### src/rtl/timer_event_pkg.sv
package timer_event_pkg;

	// Register port geometry
	localparam int ADDR_W = 6;
	localparam int DATA_W = 8;

	// Register offsets on the byte-wide register port
	localparam logic [ADDR_W-1:0] CTRL_OFS = 6'h00;
	localparam logic [ADDR_W-1:0] MODE_OFS = 6'h03;
	localparam logic [ADDR_W-1:0] EVENT_CONTROL_REG_OFS = 6'h09;
	localparam logic [ADDR_W-1:0] IRQEN_OFS = 6'h0A;
	localparam logic [ADDR_W-1:0] IRQFLAG_OFS = 6'h0B;

	// Field positions
	localparam int KEEP_RUN_BIT = 7;
	localparam int SPLIT_BIT = 0;
	localparam int A_EN_BIT = 0;
	localparam int A_ACT_LSB = 1;
	localparam int B_EN_BIT = 4;
	localparam int B_ACT_LSB = 5;
	localparam int WRAP_BIT = 0;
	localparam int HIGH_BIT = 1;
	localparam int CMP_LSB = 4;
	localparam int CMP_CH = 3;

	// Implemented bits of the enable and flag registers
	localparam logic [DATA_W-1:0] IRQ_MASK = 8'h73;

	// Value after reset, and the counter and byte BOTTOM values
	localparam logic [DATA_W-1:0] REG_RESET = 8'h00;
	localparam logic [15:0] CNT_BOTTOM = 16'h0000;
	localparam logic [7:0] BYTE_BOTTOM = 8'h00;

	// Input A actions
	typedef enum logic [2:0] {
		A_COUNT_RISE = 3'b000,
		A_COUNT_ANY = 3'b001,
		A_COUNT_HIGH = 3'b010,
		A_DIRECTION = 3'b011
	} a_action_t;

	// Input B actions
	typedef enum logic [2:0] {
		B_DIRECTION = 3'b011,
		B_RESTART_RISE = 3'b100,
		B_RESTART_ANY = 3'b101,
		B_RESTART_HIGH = 3'b110
	} b_action_t;

endpackage
### src/rtl/event_edge_detect.sv
`timescale 1ns/1ps
module event_edge_detect
	import timer_event_pkg::*;
(
	input wire logic clk,
	input wire logic rst,
	input wire logic level,
	output logic rise,
	output logic anyEdge
);

	logic prev_r;

	// Previous level keeps tracking in sleep so waking gives no stale edge
	always_ff @(posedge clk or posedge rst) begin
		if (rst) begin
			prev_r <= 1'b0;
		end else begin
			prev_r <= level;
		end
	end

	assign rise = level & ~prev_r;
	assign anyEdge = level ^ prev_r;

endmodule // event_edge_detect

### src/rtl/irq_flag_bank.sv
`timescale 1ns/1ps
module irq_flag_bank
	import timer_event_pkg::*;
#(
	parameter int WIDTH = 8
) (
	input wire logic clk,
	input wire logic rst,
	input wire logic [WIDTH-1:0] setVec,
	input wire logic [WIDTH-1:0] clrVec,
	input wire logic [WIDTH-1:0] enVec,
	output logic [WIDTH-1:0] flags_r,
	output logic [WIDTH-1:0] req
);

	// A set in the clearing cycle wins so no event is lost
	always_ff @(posedge clk or posedge rst) begin
		if (rst) begin
			flags_r <= '0;
		end else begin
			flags_r <= (flags_r & ~clrVec) | setVec; // see RULE15 see RULE21
		end
	end

	// Request held as long as flag and enable both stand
	assign req = flags_r & enVec; // see RULE17

endmodule // irq_flag_bank

### src/rtl/timer_event_irq_sleep_logic.sv
// Behaviour
// RULE1: Wrap event is overflow, or low-byte underflow in split; high-byte event split only.
// RULE2: Three compare events: channel match normally, low-byte channel match in split mode.
// RULE3: Events are one-clock pulses raised exactly when the matching flag is set.
// RULE4: Input A counts on rising edge, any edge, while high, or sets direction.
// RULE5: Input B sets direction, or restarts on rising edge, any edge, or while high.
// RULE6: A direction input counts up while low and down while high.
// RULE7: Action fields pick each input's behaviour; inputs act only when enabled.
// RULE8: Both inputs on direction: levels are ORed, up only when both low.
// RULE9: Split mode ignores both event inputs regardless of settings.
// RULE10: Level actions need the event source slower than the count rate.
// RULE11: Normal mode wrap condition at TOP counting up or BOTTOM counting down.
// RULE12: Normal mode compare condition when counter equals that channel's compare value.
// RULE13: Split mode raises low and high underflow when each byte timer hits BOTTOM.
// RULE14: Split mode compare conditions use low counter byte against low compare bytes.
// RULE15: Any condition sets its flag whether or not that source is enabled.
// RULE16: Each source has its own software enable bit.
// RULE17: Request stands while enabled and flagged, until the flag is cleared.
// RULE18: By default the timer stops at once in standby sleep.
// RULE19: With keep-running set the timer stays fully active in standby.
// RULE20: Power-down sleep halts everything regardless of keep-running.
// RULE21: Writing one clears a flag; writing zero leaves it.
//
// Strobed register access and the register offsets were left to the implementer.
`timescale 1ns/1ps
module timer_event_irq_sleep_logic
	import timer_event_pkg::*;
(
	input wire logic clk,
	input wire logic rst,
	input wire logic [ADDR_W-1:0] regAddr,
	input wire logic [DATA_W-1:0] regWrData,
	input wire logic regWr,
	input wire logic regRd,
	output logic [DATA_W-1:0] regRdData,
	input wire logic sleepStandby,
	input wire logic sleepPowerDown,
	input wire logic eventInputA,
	input wire logic eventInputB,
	input wire logic [15:0] cntValue,
	input wire logic [15:0] perValue,
	input wire logic [15:0] cmp0Value,
	input wire logic [15:0] cmp1Value,
	input wire logic [15:0] cmp2Value,
	input wire logic countStep,
	input wire logic countingDown,
	output logic timerRun,
	output logic splitMode,
	output logic eventCountGate,
	output logic eventCountPulse,
	output logic eventDirActive,
	output logic eventDirDown,
	output logic restartReq,
	output logic wrapOrLowUnderflowEvent,
	output logic highByteUnderflowEvent,
	output logic [CMP_CH-1:0] compareMatchEventCh,
	output logic [DATA_W-1:0] irqReq
);

	logic keepRunningInSleep_r;
	logic splitMode_r;
	logic [DATA_W-1:0] eventControl_r;
	logic [DATA_W-1:0] irqEnable_r;
	logic [DATA_W-1:0] irqFlags;
	logic [DATA_W-1:0] rdData_r;
	logic [DATA_W-1:0] rdData_nxt;
	logic [DATA_W-1:0] flagSet;
	logic [DATA_W-1:0] flagClr;
	logic run;
	logic aRise;
	logic aAny;
	logic bRise;
	logic bAny;
	logic aActive;
	logic bActive;
	a_action_t aAct;
	b_action_t bAct;
	logic dirA;
	logic dirB;
	logic wrapCond;
	logic highCond;
	logic [CMP_CH-1:0] cmpCond;
	logic countGate_nxt;
	logic countPulse_nxt;
	logic restart_nxt;
	logic countGate_r;
	logic countPulse_r;
	logic dirActive_r;
	logic dirDown_r;
	logic restart_r;
	logic wrapEvent_r;
	logic highEvent_r;
	logic [CMP_CH-1:0] cmpEvent_r;

	// Compare of one channel, picking full or low-byte width by mode
	function automatic logic cmpHit(input logic split, input logic [15:0] cnt,
		input logic [15:0] cmp);
		cmpHit = split ? (cnt[7:0] == cmp[7:0]) : (cnt == cmp);
	endfunction

	// Sleep gating: power-down always halts, standby halts unless kept running
	assign run = ~sleepPowerDown & // see RULE20
		~(sleepStandby & ~keepRunningInSleep_r); // see RULE18 see RULE19

	// Software-visible control bits
	always_ff @(posedge clk or posedge rst) begin
		if (rst) begin
			keepRunningInSleep_r <= 1'b0;
			splitMode_r <= 1'b0;
		end else if (regWr && regAddr == CTRL_OFS) begin
			keepRunningInSleep_r <= regWrData[KEEP_RUN_BIT]; // see RULE19
		end else if (regWr && regAddr == MODE_OFS) begin
			splitMode_r <= regWrData[SPLIT_BIT];
		end
	end

	// Event control and interrupt enables
	always_ff @(posedge clk or posedge rst) begin
		if (rst) begin
			eventControl_r <= REG_RESET;
			irqEnable_r <= REG_RESET;
		end else if (regWr && regAddr == EVENT_CONTROL_REG_OFS) begin
			eventControl_r <= regWrData; // see RULE7
		end else if (regWr && regAddr == IRQEN_OFS) begin
			irqEnable_r <= regWrData & IRQ_MASK; // see RULE16
		end
	end

	// Read mux; unmapped offsets read zero
	always_comb begin
		rdData_nxt = REG_RESET;
		case (regAddr)
			CTRL_OFS: rdData_nxt[KEEP_RUN_BIT] = keepRunningInSleep_r;
			MODE_OFS: rdData_nxt[SPLIT_BIT] = splitMode_r;
			EVENT_CONTROL_REG_OFS: rdData_nxt = eventControl_r;
			IRQEN_OFS: rdData_nxt = irqEnable_r;
			IRQFLAG_OFS: rdData_nxt = irqFlags;
			default: rdData_nxt = REG_RESET;
		endcase
	end

	// Read data valid only in the cycle after the strobe
	always_ff @(posedge clk or posedge rst) begin
		if (rst) begin
			rdData_r <= REG_RESET;
		end else if (regRd) begin
			rdData_r <= rdData_nxt;
		end else begin
			rdData_r <= REG_RESET;
		end
	end

	// Edge finders for both event inputs
	event_edge_detect edgeA (
		.clk(clk),
		.rst(rst),
		.level(eventInputA),
		.rise(aRise),
		.anyEdge(aAny)
	);

	event_edge_detect edgeB (
		.clk(clk),
		.rst(rst),
		.level(eventInputB),
		.rise(bRise),
		.anyEdge(bAny)
	);

	// Inputs act only when enabled, outside split mode and while running
	assign aActive = eventControl_r[A_EN_BIT] & ~splitMode_r & run; // see RULE7 see RULE9
	assign bActive = eventControl_r[B_EN_BIT] & ~splitMode_r & run; // see RULE7 see RULE9
	assign aAct = a_action_t'(eventControl_r[A_ACT_LSB +: 3]);
	assign bAct = b_action_t'(eventControl_r[B_ACT_LSB +: 3]);
	assign dirA = aActive & (aAct == A_DIRECTION);
	assign dirB = bActive & (bAct == B_DIRECTION);

	// Input A counting actions
	always_comb begin
		countGate_nxt = 1'b0;
		countPulse_nxt = 1'b0;
		if (aActive) begin
			case (aAct)
				A_COUNT_RISE: begin
					countGate_nxt = 1'b1;
					countPulse_nxt = aRise; // see RULE4
				end
				A_COUNT_ANY: begin
					countGate_nxt = 1'b1;
					countPulse_nxt = aAny; // see RULE4
				end
				A_COUNT_HIGH: begin
					countGate_nxt = 1'b1;
					countPulse_nxt = eventInputA; // see RULE4
				end
				default: begin
					countGate_nxt = 1'b0;
					countPulse_nxt = 1'b0;
				end
			endcase
		end
	end

	// Input B restart actions
	always_comb begin
		restart_nxt = 1'b0;
		if (bActive) begin
			case (bAct)
				B_RESTART_RISE: restart_nxt = bRise; // see RULE5
				B_RESTART_ANY: restart_nxt = bAny; // see RULE5
				B_RESTART_HIGH: restart_nxt = eventInputB; // see RULE5
				default: restart_nxt = 1'b0;
			endcase
		end
	end

	// Registered controls toward the counter core, one cycle after the input
	always_ff @(posedge clk or posedge rst) begin
		if (rst) begin
			countGate_r <= 1'b0;
			countPulse_r <= 1'b0;
			dirActive_r <= 1'b0;
			dirDown_r <= 1'b0;
			restart_r <= 1'b0;
		end else begin
			countGate_r <= countGate_nxt;
			countPulse_r <= countPulse_nxt;
			dirActive_r <= dirA | dirB;
			// Levels ORed: up only while every direction input is low
			dirDown_r <= (dirA & eventInputA) | (dirB & eventInputB); // see RULE6 see RULE8
			restart_r <= restart_nxt;
		end
	end

	// Interrupt conditions, only on a count step and only while running
	always_comb begin
		wrapCond = 1'b0;
		highCond = 1'b0;
		if (run && countStep) begin
			if (splitMode_r) begin
				wrapCond = cntValue[7:0] == BYTE_BOTTOM; // see RULE13
				highCond = cntValue[15:8] == BYTE_BOTTOM; // see RULE13
			end else begin
				wrapCond = countingDown ? (cntValue == CNT_BOTTOM) : (cntValue == perValue); // see RULE11
			end
		end
	end

	// Compare conditions share the mode-aware width choice
	assign cmpCond[0] = run & countStep & // see RULE12 see RULE14
		cmpHit(splitMode_r, cntValue, cmp0Value);
	assign cmpCond[1] = run & countStep & // see RULE12 see RULE14
		cmpHit(splitMode_r, cntValue, cmp1Value);
	assign cmpCond[2] = run & countStep & // see RULE12 see RULE14
		cmpHit(splitMode_r, cntValue, cmp2Value);

	// Flag bits set from the very same terms that raise the event pulses
	always_comb begin
		flagSet = REG_RESET;
		flagSet[WRAP_BIT] = wrapCond;
		flagSet[HIGH_BIT] = highCond;
		flagSet[CMP_LSB +: CMP_CH] = cmpCond; // see RULE3 see RULE15
	end

	// Write-one clear; zero bits leave their flags alone
	assign flagClr = (regWr && regAddr == IRQFLAG_OFS) ? // see RULE21
		(regWrData & IRQ_MASK) : REG_RESET;

	irq_flag_bank #(
		.WIDTH(DATA_W)
	) flagBank (
		.clk(clk),
		.rst(rst),
		.setVec(flagSet),
		.clrVec(flagClr),
		.enVec(irqEnable_r),
		.flags_r(irqFlags),
		.req(irqReq)
	);

	// Event pulses land on the same edge that sets the flags
	always_ff @(posedge clk or posedge rst) begin
		if (rst) begin
			wrapEvent_r <= 1'b0;
			highEvent_r <= 1'b0;
			cmpEvent_r <= '0;
		end else begin
			wrapEvent_r <= wrapCond; // see RULE1 see RULE3
			highEvent_r <= highCond; // see RULE1
			cmpEvent_r <= cmpCond; // see RULE2
		end
	end

	assign regRdData = rdData_r;
	assign timerRun = run;
	assign splitMode = splitMode_r;
	assign eventCountGate = countGate_r;
	assign eventCountPulse = countPulse_r;
	assign eventDirActive = dirActive_r;
	assign eventDirDown = dirDown_r;
	assign restartReq = restart_r;
	assign wrapOrLowUnderflowEvent = wrapEvent_r;
	assign highByteUnderflowEvent = highEvent_r;
	assign compareMatchEventCh = cmpEvent_r;
endmodule // timer_event_irq_sleep_logic

### config.mk
export PLATFORM = sky130hd
export DESIGN_NAME = timer_event_irq_sleep_logic
export DESIGN_NICKNAME = d
export VERILOG_FILES = /design/src/rtl/timer_event_pkg.sv /design/src/rtl/event_edge_detect.sv /design/src/rtl/irq_flag_bank.sv /design/src/rtl/timer_event_irq_sleep_logic.sv
export SDC_FILE = /design/constraint.sdc
export NUM_CORES = 1
export LEC_CHECK = 0
export BUFFER_PORTS_ARGS = -buffer_cell sky130_fd_sc_hd__buf_2
export CORE_ASPECT_RATIO = 1.5
export CORE_MARGIN = 1
export CORE_UTILIZATION = 50
export CTS_CLUSTER_SIZE = 24
export DETAILED_ROUTE_END_ITERATION = 10
export GPL_TIMING_DRIVEN = 0
export MAX_ROUTING_LAYER = met4
export PLACE_DENSITY = 0.87
export REMOVE_ABC_BUFFERS = 1
export SLEW_MARGIN = 20
export SYNTH_ARGS = -nofsm -noshare
export SYNTH_HDL_FRONTEND = slang
export SYNTH_SLANG_ARGS = --single-unit
### constraint.sdc
create_clock -name clk -period 3.9 [get_ports clk]
set_input_delay 0.78 -clock clk [delete_from_list [all_inputs] [get_ports clk]]
set_output_delay 0.78 -clock clk [all_outputs]
set_load 0.02 [all_outputs]
* Yosys cells after proc, flatten, opt, wreduce, memory -nomap -nowiden *
Cells that the tools add are included.
Widths: inputs -> output; s select.

cells by class
  $mul = 0
  bitwise logic cells = 32
  mux-type cells = 19
  reductions and logical operators = 14
  equal/unequal tests = 18
  shifts and indexed selects = 0
  order comparisons = 0
  divide/modulo/power cells = 0
  add/sub/neg operators = 0

operators with widths
  operator            number
  $eq 16x16->1        4
  $eq 8x8->1          3
  $eq 6x4->1 const B  3
  $pmux 6 s3          1
  $and 1x1->1         16
  $logic_not 16->1    1
  $logic_not 8->1     2
  $mux 1              12
  $eq 3x2->1 const B  3
  $eq 3x3->1 const B  3
  $pmux 1 s3          3
  $and 8x7->8         1
  $and 8x8->8         1
  $mux 8              1
  $not 1->1           8
  $not 7->8           1
  $or 8x7->8          1
  $mux 7              1
  $eq 6x2->1 const B  1
  $logic_and 1x1->1   6
  $logic_not 6->1     1
  $pmux 1 s4          1
  $reduce_and 2->1    2
  $eq 3x1->1 const B  1
  4 further kinds     6

storage, ports and cells
  memories kept = 0
  bits in latches = 0
  output and inout port bits = 28
  logic and storage cells = 99
  RAM bits = 0
  ROM bits = 0
  register bits after elaboration = 43
  input port bits = 104

* Depth between registers and ports, before layout *
Gate-level depths: netlist (run 1).

  word-level depth = 8
  depth in mapped cells = 6
  mapped depth without buffers = 6

* By module *
A second synthesis (run 1) with hierarchy kept.

unflattened totals
  cells, all modules = 282
  area, all modules = 2770.2 µm²

modules (own cells, without submodules)
  module                       instances  area each (µm²)  cells each
  timer_event_irq_sleep_logic  1          2328.5           239
  irq_flag_bank                1          344.1            33
  event_edge_detect            2          48.8             5

* Worst setup path before layout (run 1) *
Ideal clock, no wire load.

  path kind = input to output
  start = input port sleepStandby
  end = output port timerRun
  data required time = 3.120 ns
  path buffers = 0
  stages on the path = 2
  data arrival time = 1.223 ns
  slack = 1.897 ns
  cell sequence = nor2b_1 -> nor2_1

on the way
  word-level cells in the longest chain between the ends = 3

ends and longest elaborated chain
  what         RTL line                            text
  from (decl)  timer_event_irq_sleep_logic.sv:36   input wire logic sleepStandby,
  $and 1x1->1  timer_event_irq_sleep_logic.sv:103  ~(sleepStandby & ~keepRunningInSleep_r);
  $not 1->1    timer_event_irq_sleep_logic.sv:103
  $and 1x1->1  timer_event_irq_sleep_logic.sv:102  assign run = ~sleepPowerDown &
  to (decl)    timer_event_irq_sleep_logic.sv:47   output logic timerRun,

No other way between the ends.

* Worst setup path in the final report (run 1) *
Same ends and word-level chain as after synthesis.

==> results of run 1 <==
==> Yosys cell counts (all sizes together) <==
master    n
a21boi    2
a21oi     3
a22o      1
a22oi     5
and2      6
and2b     1
and3      4
and3b     1
buf       8
clkbuf   14
conb      1
dfrtp    40
ha        2
inv      12
mux2     14
mux2i     2
nand2    19
nand2b    3
nand3     3
nand3b    2
nand4     4
nand4b    1
nor2      9
nor2b     2
nor3b     1
nor4     18
nor4b     3
o2111ai   1
o211ai    2
o21ai    14
o22ai     1
o41ai     3
or4       3
xnor2    15
xor2     49
==> power by group <==
part	leakage, nW	switching (mW)	internal (mW)
Clock	0.0548	0.146	0.193
Combinational	1.15	0.113	0.107
Sequential	0.544	0.0234	0.437
Total	1.75	0.283	0.737
==> final cells by class <==
cell class                 instances  share of cell area (%)
inverter                          12                    1.34
tap                               66                    2.45
timing repair buffer             129                    19.9
clock buffer                       5                    2.04
clock inverter                     3                    1.38
sequential                        40                    29.7
multi-input combinational        197                    43.2
==> per-layer routing <==
metal | part of all wire, % | GRT usage (%) | vias up
li1 | - | - | 1144
met1 | 35 | 26.1 | 1060
met2 | 55 | 44.5 | 130
met3 | 6.1 | 3.60 | 18
met4 | 3.8 | 13.3 | 0
met5 | 0 | - | -
==> worst paths after layout <==
path | start | endpoint | slack (ns) | depth (start not counted)
setup reg to reg | splitMode | eventDirDown | 2.33 | 3
min in group clk | irqEnable_r[5] | irqEnable_r[5] | 0.51 | 2
setup / recovery | sleepStandby | timerRun | 1.69 | 4
max in group asynchronous | rst | wrapOrLowUnderflowEvent | 2.98 | 3
hold / removal | rst | eventControl_r[6] | 0.48 | 2
hold reg to reg | irqEnable_r[5] | irqEnable_r[5] | 0.51 | 2
==> layout by cell type (no fill, tap or decap), types with 2 or more instances in the layout <==
cell type  count
or4_1          3
mux2_2        14
ha_1           2
o211ai_1       2
nor4b_1        2
nor2b_1        2
nand2_1       18
nand3b_1       2
dfrtp_1       40
mux2i_1        2
nor4_1        18
a22oi_1        5
xnor2_1       15
nand3_1        3
a21boi_0       2
and2_1         6
and3_1         4
o21ai_0       14
inv_1         11
buf_2        128
nand4_1        4
conb_1         3
nor2_1         9
o41ai_1        3
xor2_1        49
clkbuf_8       5
a21oi_1        3
nand2b_1       3
==> critical path, stage by stage <==
cell	delay (ns)
buf_2	0.07
nor2b_1	0.35
nor2_1	0.06
buf_2	0.17
==> registers in the layout, indices dropped and copies added (netlist names), 3 cells and up <==
register	cells
flagBank.flags_r	5
regRdData	8
irqEnable_r	5
eventControl_r	8
compareMatchEventCh	3
==> metrics by stage <==
step / util, % / setup WS (ns)
final: 68.9 / 1.69
after global routing: 68.9 / 1.61
after CTS: 68.9 / 1.69
after detailed placement: 66.5 / 1.69
after global placement: 65.9 / 1.70
after floorplan: - / 1.90
==> kinds of logic (layout without fill, tap and decap cells) <==
logic type / after synthesis / after routing / synth area share [%]
AOI/OAI and AO/OA: 32 / 32 / 7.82
xor gates and xnor gates: 64 / 64 / 21.6
adders and majority gates: 2 / 2 / 0.965
buffers and inverters: 34 / 149 / 5.60
DFF: 40 / 40 / 38.6
muxes: 16 / 16 / 6.85
other: 1 / 3 / 0.145
and+or+nand+nor: 80 / 80 / 18.4
==> results.md, run 1 <==
* Worst-Margin Slew at 0.507 ns
* Cell taking the most area after synthesis: dfrtp_1
* Critical path class: primary input to primary output
* Synthesis Warnings at 0
* Final setup viols at 0
* Layout Nets at between 400 and 500
* Final hold viol count at 0
* Largest net degree at the start of global routing at 22
* Max Fanout on Critical Path at 5
* Die width at roughly 61 um
* CTS Sinks at 40
* Maximum VDD drop at about 170 uV
* Initial Util at a little over half
* Die Height at ~90 um
* Reg area at ~1000 sq um
* Area of the multi-input gates at around 1500 sq um
* RSZ-0062 raised after global routing: no
* Via count at between 2000 and 2500
* Antenna cells at 0
* Final period util at 56.7%
* Total grt overflow at 0
* Port bufs at roughly 130
* Final ANT Viol Nets at 0
* Die footprint at approximately 5500 sq um
* Initial antenna violation count at 0
* Synth top area share at 38.6%
* Cell variety after synth at 38
* Rel. slew slack at around two thirds
* Seq cells post-synth at 40
* Final min period at between 2 and 2.5 ns
* CTS max path bufs at 2
* Pwr Total at slightly above 1 mW
* Leading post-synthesis cells by cell area: dfrtp_1, xor2_1, mux2_2, xnor2_1, nor4_1
* Cells after Synth at between 200 and 300
* Area growth, synth to finish at 29.8%
* Cell count after placement at roughly 440
* Number of global-route vias before repair at approximately 2400
* DP Wirelength at about 5400 um
* First-pass GRT wire length at around 10000 um
* Placed Area at about 3300 sq um
* Post-Layout Cell Count at between 400 and 500
* Post-CTS Setup Repair Bufs at 0
* Clock skew at ~0.0073 ns
* Clock tree from TritonCTS: done
* CP startpoint kind: primary input
* Root Driver: clkbuf_8
* Remaining DRCs at 0
* Fin Setup TNS at 0 ns
* Critical path capture point type: primary output
* Pwr Density at 303 nW/um^2
* Fmax at between 400 and 500 MHz
* Clock Latency Late Sink at between 0.2 and 0.3 ns
* Total track usage at roughly 25%
* Post-route cell area at around 3400 sq um
* Core box area at just under 5000 sq um
* TritonCTS buffer count at 5
* Final WL at roughly 6400 um
* Max cap viols at 0
* WP data required at 3.12 ns
* Leakage at 1.75 nW
* Mean Syn Cell Area at just under 10 sq um
* Avg Vias per Cell at approximately 5.2
* Hold slack at slightly below 0.5 ns
* Hold Crit Class: primary input to async pin
* Final slew viol count at 0
* Status: finished clean
* Arrival @ worst endpoint at 1.43 ns
* Core Rows at 31
* Avg WL per Cell at roughly 14 um
* Cts hold-fix bufs at 0
* H-tree depth at 2
* DR iter-0 viols at 120
* Filler cells at 403
* Gpl congestion at between 0.8 and 0.9
* Synth Cell Area at approximately 2600 sq um
* Clock slew seen by the registers of the worst setup and hold paths at around 0.080 ns
* Ports at about 130
* Seq/Total Area, Yosys at about two fifths
* Share of layout cells above drive strength 1 at 40.4%
* DR pass1 iterations at 4
* Post-CTS sizing at 0
(Power assumes the default switching activity.)
==> run 2: changes to the inputs <==
--- a/config.mk
+++ b/config.mk
@@ -8,12 +8,12 @@
 export BUFFER_PORTS_ARGS = -buffer_cell sky130_fd_sc_hd__buf_2
 export CORE_ASPECT_RATIO = 1.5
 export CORE_MARGIN = 1
-export CORE_UTILIZATION = 50
+export CORE_UTILIZATION = 42
 export CTS_CLUSTER_SIZE = 24
 export DETAILED_ROUTE_END_ITERATION = 10
 export GPL_TIMING_DRIVEN = 0
 export MAX_ROUTING_LAYER = met4
-export PLACE_DENSITY = 0.87
+export PLACE_DENSITY = 0.78
 export REMOVE_ABC_BUFFERS = 1
 export SLEW_MARGIN = 20
 export SYNTH_ARGS = -nofsm -noshare
==> constraint.sdc (replaced) <==
create_clock -name clk -period 1.8 [get_ports clk]
set_input_delay 0.36 -clock clk [delete_from_list [all_inputs] [get_ports clk]]
set_output_delay 0.36 -clock clk [all_outputs]
set_load 0.02 [all_outputs]
==> results.md, run 2 (synthesis gave the netlist of run 1 again) <==
* DR iter-0 viols at 115 (was 120)
* Sw frac at 28.7% (was 27.7%)
* Pint at 1.49 mW (was 0.737 mW)
* Port bufs at 128 (unchanged)
* Critical path capture point type: primary output (unchanged)
* Antenna cells at 0 (unchanged)
* Via count at 2319 (was 2352)
* Initial antenna violation count at 0 (unchanged)
* CP peak stage delay at 0.40 ns (was 0.35 ns)
* Final setup margin at 0.169 ns (was 1.69 ns)
* Final hold viol count at 0 (unchanged)
* Share of layout cells above drive strength 1 at 40.1% (was 40.4%)
* DR pass1 iterations at 4 (unchanged)
* Total track usage at 21.1% (was 25.4%)
* Hold Crit Class: primary input to flip-flop (was primary input to async pin)
* Slowest cell on the critical path: dfrtp_1 (was nor2b_1)
* Most frequent cells in the layout: buf_2, xor2_1, dfrtp_1 (unchanged)
* Combinational share of power at 22.7% (was 21.6%)
* Filler cells at 532 (was 403)
* Pwr Total at 2.09 mW (was 1.02 mW)
* Critical path class: flip-flop to primary output (was primary input to primary output)
* Clock slew seen by the registers of the worst setup and hold paths at 0.08 ns (about the same)
* Initial Util at 44.2% (was 53.0%)
* Remaining DRCs at 0 (unchanged)
* Total grt overflow at 0 (unchanged)
* Pwr Density at 623 nW/um^2 (was 303 nW/um^2)
* Area growth, synth to finish at 29.4% (was 29.8%)
* Root Driver: clkbuf_8 (unchanged)
* Maximum VDD drop at 303 uV (was 175 uV)
* Final WL at 6440 um (was 6390 um)
* Die footprint at 6500 sq um (was 5480 sq um)
* RSZ-0062 raised after global routing: no (unchanged)
* Max Fanout on Critical Path at 5 (unchanged)
* CP cell instances: nor2b_1 -> nor2_1 -> buf_2 (was buf_2 -> nor2b_1 -> nor2_1 -> buf_2)
* Net Sw Power at 0.599 mW (was 0.283 mW)
* Gpl congestion at 0.854 (was 0.876)
* TritonCTS buffer count at 5 (unchanged)
* CP startpoint kind: flip-flop (was primary input)
* Hold slack at 0.218 ns (was 0.481 ns)
* Clock power frac at 29.5% (was 33.2%)
* Clock skew at 0.0102 ns (was 0.00733 ns)
* Status: finished clean (unchanged)
* Final slew viol count at 0 (unchanged)
* Core Rows at 34 (was 31)
* Clock tree from TritonCTS: done (unchanged)
* Post-CTS Setup Repair Bufs at 0 (unchanged)
* Avg Vias per Cell at 5.05 (was 5.20)
* Ports at 132 (unchanged)
* Flop pwr share at 47.8% (was 45.2%)
* DP Wirelength at 5380 um (was 5410 um)
* CTS Sinks at 40 (unchanged)
* Reg area at 1000 sq um (unchanged)
* Final ANT Viol Nets at 0 (unchanged)
* Avg WL per Cell at 14.0 um (was 14.1 um)
* Arrival @ worst endpoint at 1.27 ns (was 1.43 ns)
* Post-Layout Cell Count at 459 (was 452)
* WP data required at 1.44 ns (was 3.12 ns)
* Max cap viols at 0 (unchanged)
* Area of the multi-input gates at 1450 sq um (unchanged)
* H-tree depth at 2 (unchanged)
* Number of global-route vias before repair at 2264 (was 2374)
* Commonest non-fill, non-tap cell in the layout: buf_2 (unchanged)
* Fin Setup TNS at 0 ns (unchanged)
* Cell count after placement at 450 (was 444)
* Layout Nets at 492 (was 491)
* CTS max path bufs at 2 (unchanged)
* Fmax at just over 600 MHz
* First-pass GRT wire length at 10000 um (was 10300 um)
* Core box area at 5870 sq um (was 4890 sq um)
* Final period util at 90.6%
* Die Height at 98.2 um (was 90.2 um)
* Largest net degree at the start of global routing at 31 (was 22)
* Leakage at 1.74 nW (was 1.75 nW)
* Clock Latency Late Sink at 0.30 ns (was 0.29 ns)
* Final setup viols at 0 (unchanged)
* Pre-CTS worst setup slack at 0.0853 ns (was 1.69 ns)
* Final min period at approximately 1.6 ns
* Die width at 66.2 um (was 60.8 um)
-- run 2: final cells by class --
class                      instances  share of cell area (%)
sequential                        40                    29.8
tap                               72                    2.69
inverter                          12                    1.34
timing repair buffer             130                    20.0
multi-input combinational        197                    43.3
clock inverter                     1                   0.224
clock buffer                       7                    2.57
-- run 2: critical path, delay by kind of cell (launching register included) --
family,cells,cell delay (ns)
simple gates,2,0.41
flops,1,0.40
buf+inv,1,0.17
-- run 2: worst paths after layout --
kind	slack [ns]	cells past startpoint	endpoint	from
worst min-delay path	0.22	1	edgeA.prev_r	eventInputA
max in group asynchronous	0.83	4	wrapOrLowUnderflowEvent	rst
min in group asynchronous	0.53	3	restartReq	rst
worst min register to register	0.51	2	irqEnable_r[5]	irqEnable_r[5]
worst max register to register	0.32	3	eventDirDown	splitMode
worst max-delay path	0.17	3	timerRun	keepRunningInSleep_r
-- run 2: power by group through the flow --
stage,logic (mW),clock network [mW],registers (mW)
2_1_floorplan,0.240,0,1.01
3_3_place_gp,0.457,0,1.01
3_5_place_dp,0.477,0,1.02
4_1_cts,0.480,0.632,0.999
5_1_grt,0.529,0.654,1.01
6_report,0.474,0.617,0.999
-- run 2: repair_timing --
item | CTS | global route
endpoints found under the hold margin | 10 | 0
hold buffers | 1 | 0
resized for setup | 0 | 0
-- run 2: metal layers --
layer  global-route usage, %  vias to the layer above  routed length (um)
li1                        -                     1145                   -
met1                    22.6                     1051                2480
met2                    38.1                      117                3480
met3                    2.92                        6                 373
met4                    7.86                        0                 102
met5                       -                        -                   0
-- run 2: metrics by stage --
| step | util (%) | instance area (sq um) |
|---|---|---|
| 2_1_floorplan | - | 2500 |
| 3_3_place_gp | 55.0 | 3230 |
| 3_5_place_dp | 55.4 | 3250 |
| 4_1_cts | 57.1 | 3350 |
| 5_1_grt | 57.1 | 3350 |
| 6_report | 57.1 | 3350 |
==> run 3: changes to the inputs <==
--- a/config.mk
+++ b/config.mk
@@ -6,14 +6,16 @@
 export NUM_CORES = 1
 export LEC_CHECK = 0
 export BUFFER_PORTS_ARGS = -buffer_cell sky130_fd_sc_hd__buf_2
+export CELL_PAD_IN_SITES_DETAIL_PLACEMENT = 0
+export CELL_PAD_IN_SITES_GLOBAL_PLACEMENT = 1
 export CORE_ASPECT_RATIO = 1.5
 export CORE_MARGIN = 1
-export CORE_UTILIZATION = 42
+export CORE_UTILIZATION = 30
 export CTS_CLUSTER_SIZE = 24
 export DETAILED_ROUTE_END_ITERATION = 10
 export GPL_TIMING_DRIVEN = 0
 export MAX_ROUTING_LAYER = met4
-export PLACE_DENSITY = 0.78
+export PLACE_DENSITY_LB_ADDON = 0.1
 export REMOVE_ABC_BUFFERS = 1
 export SLEW_MARGIN = 20
 export SYNTH_ARGS = -nofsm -noshare
==> results.md, run 3 (synthesis gave the netlist of run 1 again) <==
* Filler cells at 888 (was 532)
* Critical path class: flip-flop to primary output (unchanged)
* Post-CTS Setup Repair Bufs at 0 (unchanged)
* Via count at 2286 (was 2319)
* Maximum VDD drop at 369 uV (was 303 uV)
* Ports at 132 (unchanged)
* CP cell instances: nor2b_1 -> nor2_1 -> buf_2 (unchanged)
* Largest net degree at the start of global routing at 22 (was 31)
* Antenna cells at 0 (unchanged)
* Fin Setup TNS at 0 ns (unchanged)
* Port bufs at 128 (unchanged)
* Crit-path leading delay family: simple AND/OR/NAND/NOR gates (unchanged)
* Critical path capture point type: primary output (unchanged)
* Share of layout cells above drive strength 1 at 40.4% (was 40.1%)
* Cts hold-fix bufs at 0 (was 1)
* Most frequent cells in the layout: buf_2, xor2_1, dfrtp_1 (unchanged)
* Gpl congestion at 0.713 (was 0.854)
* Fmax at 598 MHz (was 613 MHz)
* Die footprint at 9020 sq um (was 6500 sq um)
* Core Rows at 41 (was 34)
* Hold Crit Class: primary input to async pin (was primary input to flip-flop)
* Max cap viols at 0 (unchanged)
* RSZ-0062 raised after global routing: no (unchanged)
* Area growth, synth to finish at 34.4% (was 29.4%)
* Final ANT Viol Nets at 0 (unchanged)
* Critical path origin: keepRunningInSleep_r (unchanged)
* Max Fanout on Critical Path at 5 (unchanged)
* CP startpoint kind: flip-flop (unchanged)
* FF-to-FF Start: splitMode (unchanged)
* Total grt overflow at 0 (unchanged)
* Status: finished clean (unchanged)
* Layout Nets at 491 (was 492)
* Final period util at 93.0% (was 90.6%)
* Avg WL per Cell at 14.1 um (was 14.0 um)
* Die width at 77.9 um (was 66.2 um)
* Instance count on the critical path at 3 (unchanged)
* Arrival @ worst endpoint at 1.31 ns (was 1.27 ns)
* RR Endpoint: wrapOrLowUnderflowEvent (was eventDirDown)
* Worst R2R Path Depth at 4 (was 3)
* Total track usage at 16.5% (was 21.1%)
* Clock slew seen by the registers of the worst setup and hold paths at 0.06 ns (was 0.08 ns)
* Number of global-route vias before repair at 2338 (was 2264)
* DR iter-0 viols at 62 (was 115)
* Commonest non-fill, non-tap cell in the layout: buf_2 (unchanged)
* Final setup margin at 0.127 ns (was 0.169 ns)
* TritonCTS buffer count at 5 (unchanged)
* CP peak stage delay at 0.41 ns (was 0.40 ns)
* Slowest cell on the critical path: nor2b_1 (was dfrtp_1)
* Leakage at 1.79 nW (was 1.74 nW)
* Pwr Density at 728 nW/um^2 (was 623 nW/um^2)
* Worst Setup EP: timerRun (unchanged)
* Pre-CTS worst setup slack at 0.0836 ns (was 0.0853 ns)
* Final min period at 1.67 ns (was 1.63 ns)
* Die Height at 116 um (was 98.2 um)
* FF-to-FF setup slack at 0.23 ns (was 0.32 ns)
* Final setup viols at 0 (unchanged)
* Remaining DRCs at 0 (unchanged)
* Final hold viol count at 0 (unchanged)
* Clock skew at 0.00737 ns (was 0.0102 ns)
* DP Wirelength at 5820 um (was 5380 um)
* CTS max path bufs at 2 (unchanged)
* H-tree depth at 2 (unchanged)
* Bufs and invs on worst path at 1 (unchanged)
* Initial Util at 30.8% (was 44.2%)
* Root Driver: clkbuf_16 (was clkbuf_8)
* Core box area at 8410 sq um (was 5870 sq um)
* Clock tree from TritonCTS: done (unchanged)
* First-pass GRT wire length at 11100 um (was 10000 um)
* CTS Sinks at 40 (unchanged)
* Initial antenna violation count at 0 (unchanged)
* DR pass1 iterations at 4 (unchanged)
* Post-CTS sizing at 0 (unchanged)
* WP data required at 1.44 ns (about the same)
* Final slew viol count at 0 (unchanged)
* Final WL at 6940 um (was 6440 um)
* Avg Vias per Cell at 4.64 (was 5.05)
* Clock Latency Late Sink at 0.28 ns (was 0.30 ns)
run 3: cell types whose count changed in the layout (fill, tap and decap cells not counted), sizes merged:
cell / before / now
dlygate4sd3: 1 / 0
clkinvlp: 1 / 0
bufinv: 0 / 1
run 3: per-stage QoR:
stage          hold WS [ns]  area, sq um  util, %  cells  power [mW]
4_1_cts               0.107         3480     41.4    493        2.58
3_5_place_dp          0.401         3300     39.2    485        1.51
2_1_floorplan         0.391         2500        -    249        1.24
6_report             0.0912         3480     41.4    493        2.54
3_3_place_gp          0.480         3270     38.9    484        1.49
5_1_grt               0.144         3480     41.4    493        2.66
run 3: how the worst min path moves through the flow:
stage | start | to | slack (ns)
floorplan | eventInputA | edgeA.prev_r | 0.39
global placement | irqEnable_r[5] | irqEnable_r[5] | 0.48
detailed placement | rst | regRdData[5] | 0.40
CTS | rst | highByteUnderflowEvent | 0.11
global route | rst | flagBank.flags_r[5] | 0.14
finish | rst | irqEnable_r[4] | 0.09
run 3: metal layers:
metal	track usage, %	share of wire, %	up-vias
li1	-	-	1141
met1	18.4	40	1041
met2	30.9	54	99
met3	1.81	4.8	5
met4	4.44	0.94	0
met5	-	0	-
run 3: layout make-up:
| class | instances | area (sq um) | area share (%) |
|---|---|---|---|
| clock buffers | 7 | 153 | 4.38 |
| clock inverters | 1 | 30.0 | 0.862 |
| inverters | 12 | 45.0 | 1.29 |
| multi-input cells | 197 | 1450 | 41.7 |
| flip-flops and latches | 40 | 1000 | 28.7 |
| well taps | 107 | 134 | 3.84 |
| repair buffers | 129 | 668 | 19.2 |
run 3: where the power goes:
group	total (mW)	switching [mW]	internal [mW]
logic	0.474	0.242	0.232
registers	1.00	0.0545	0.949
clock network	1.06	0.328	0.729
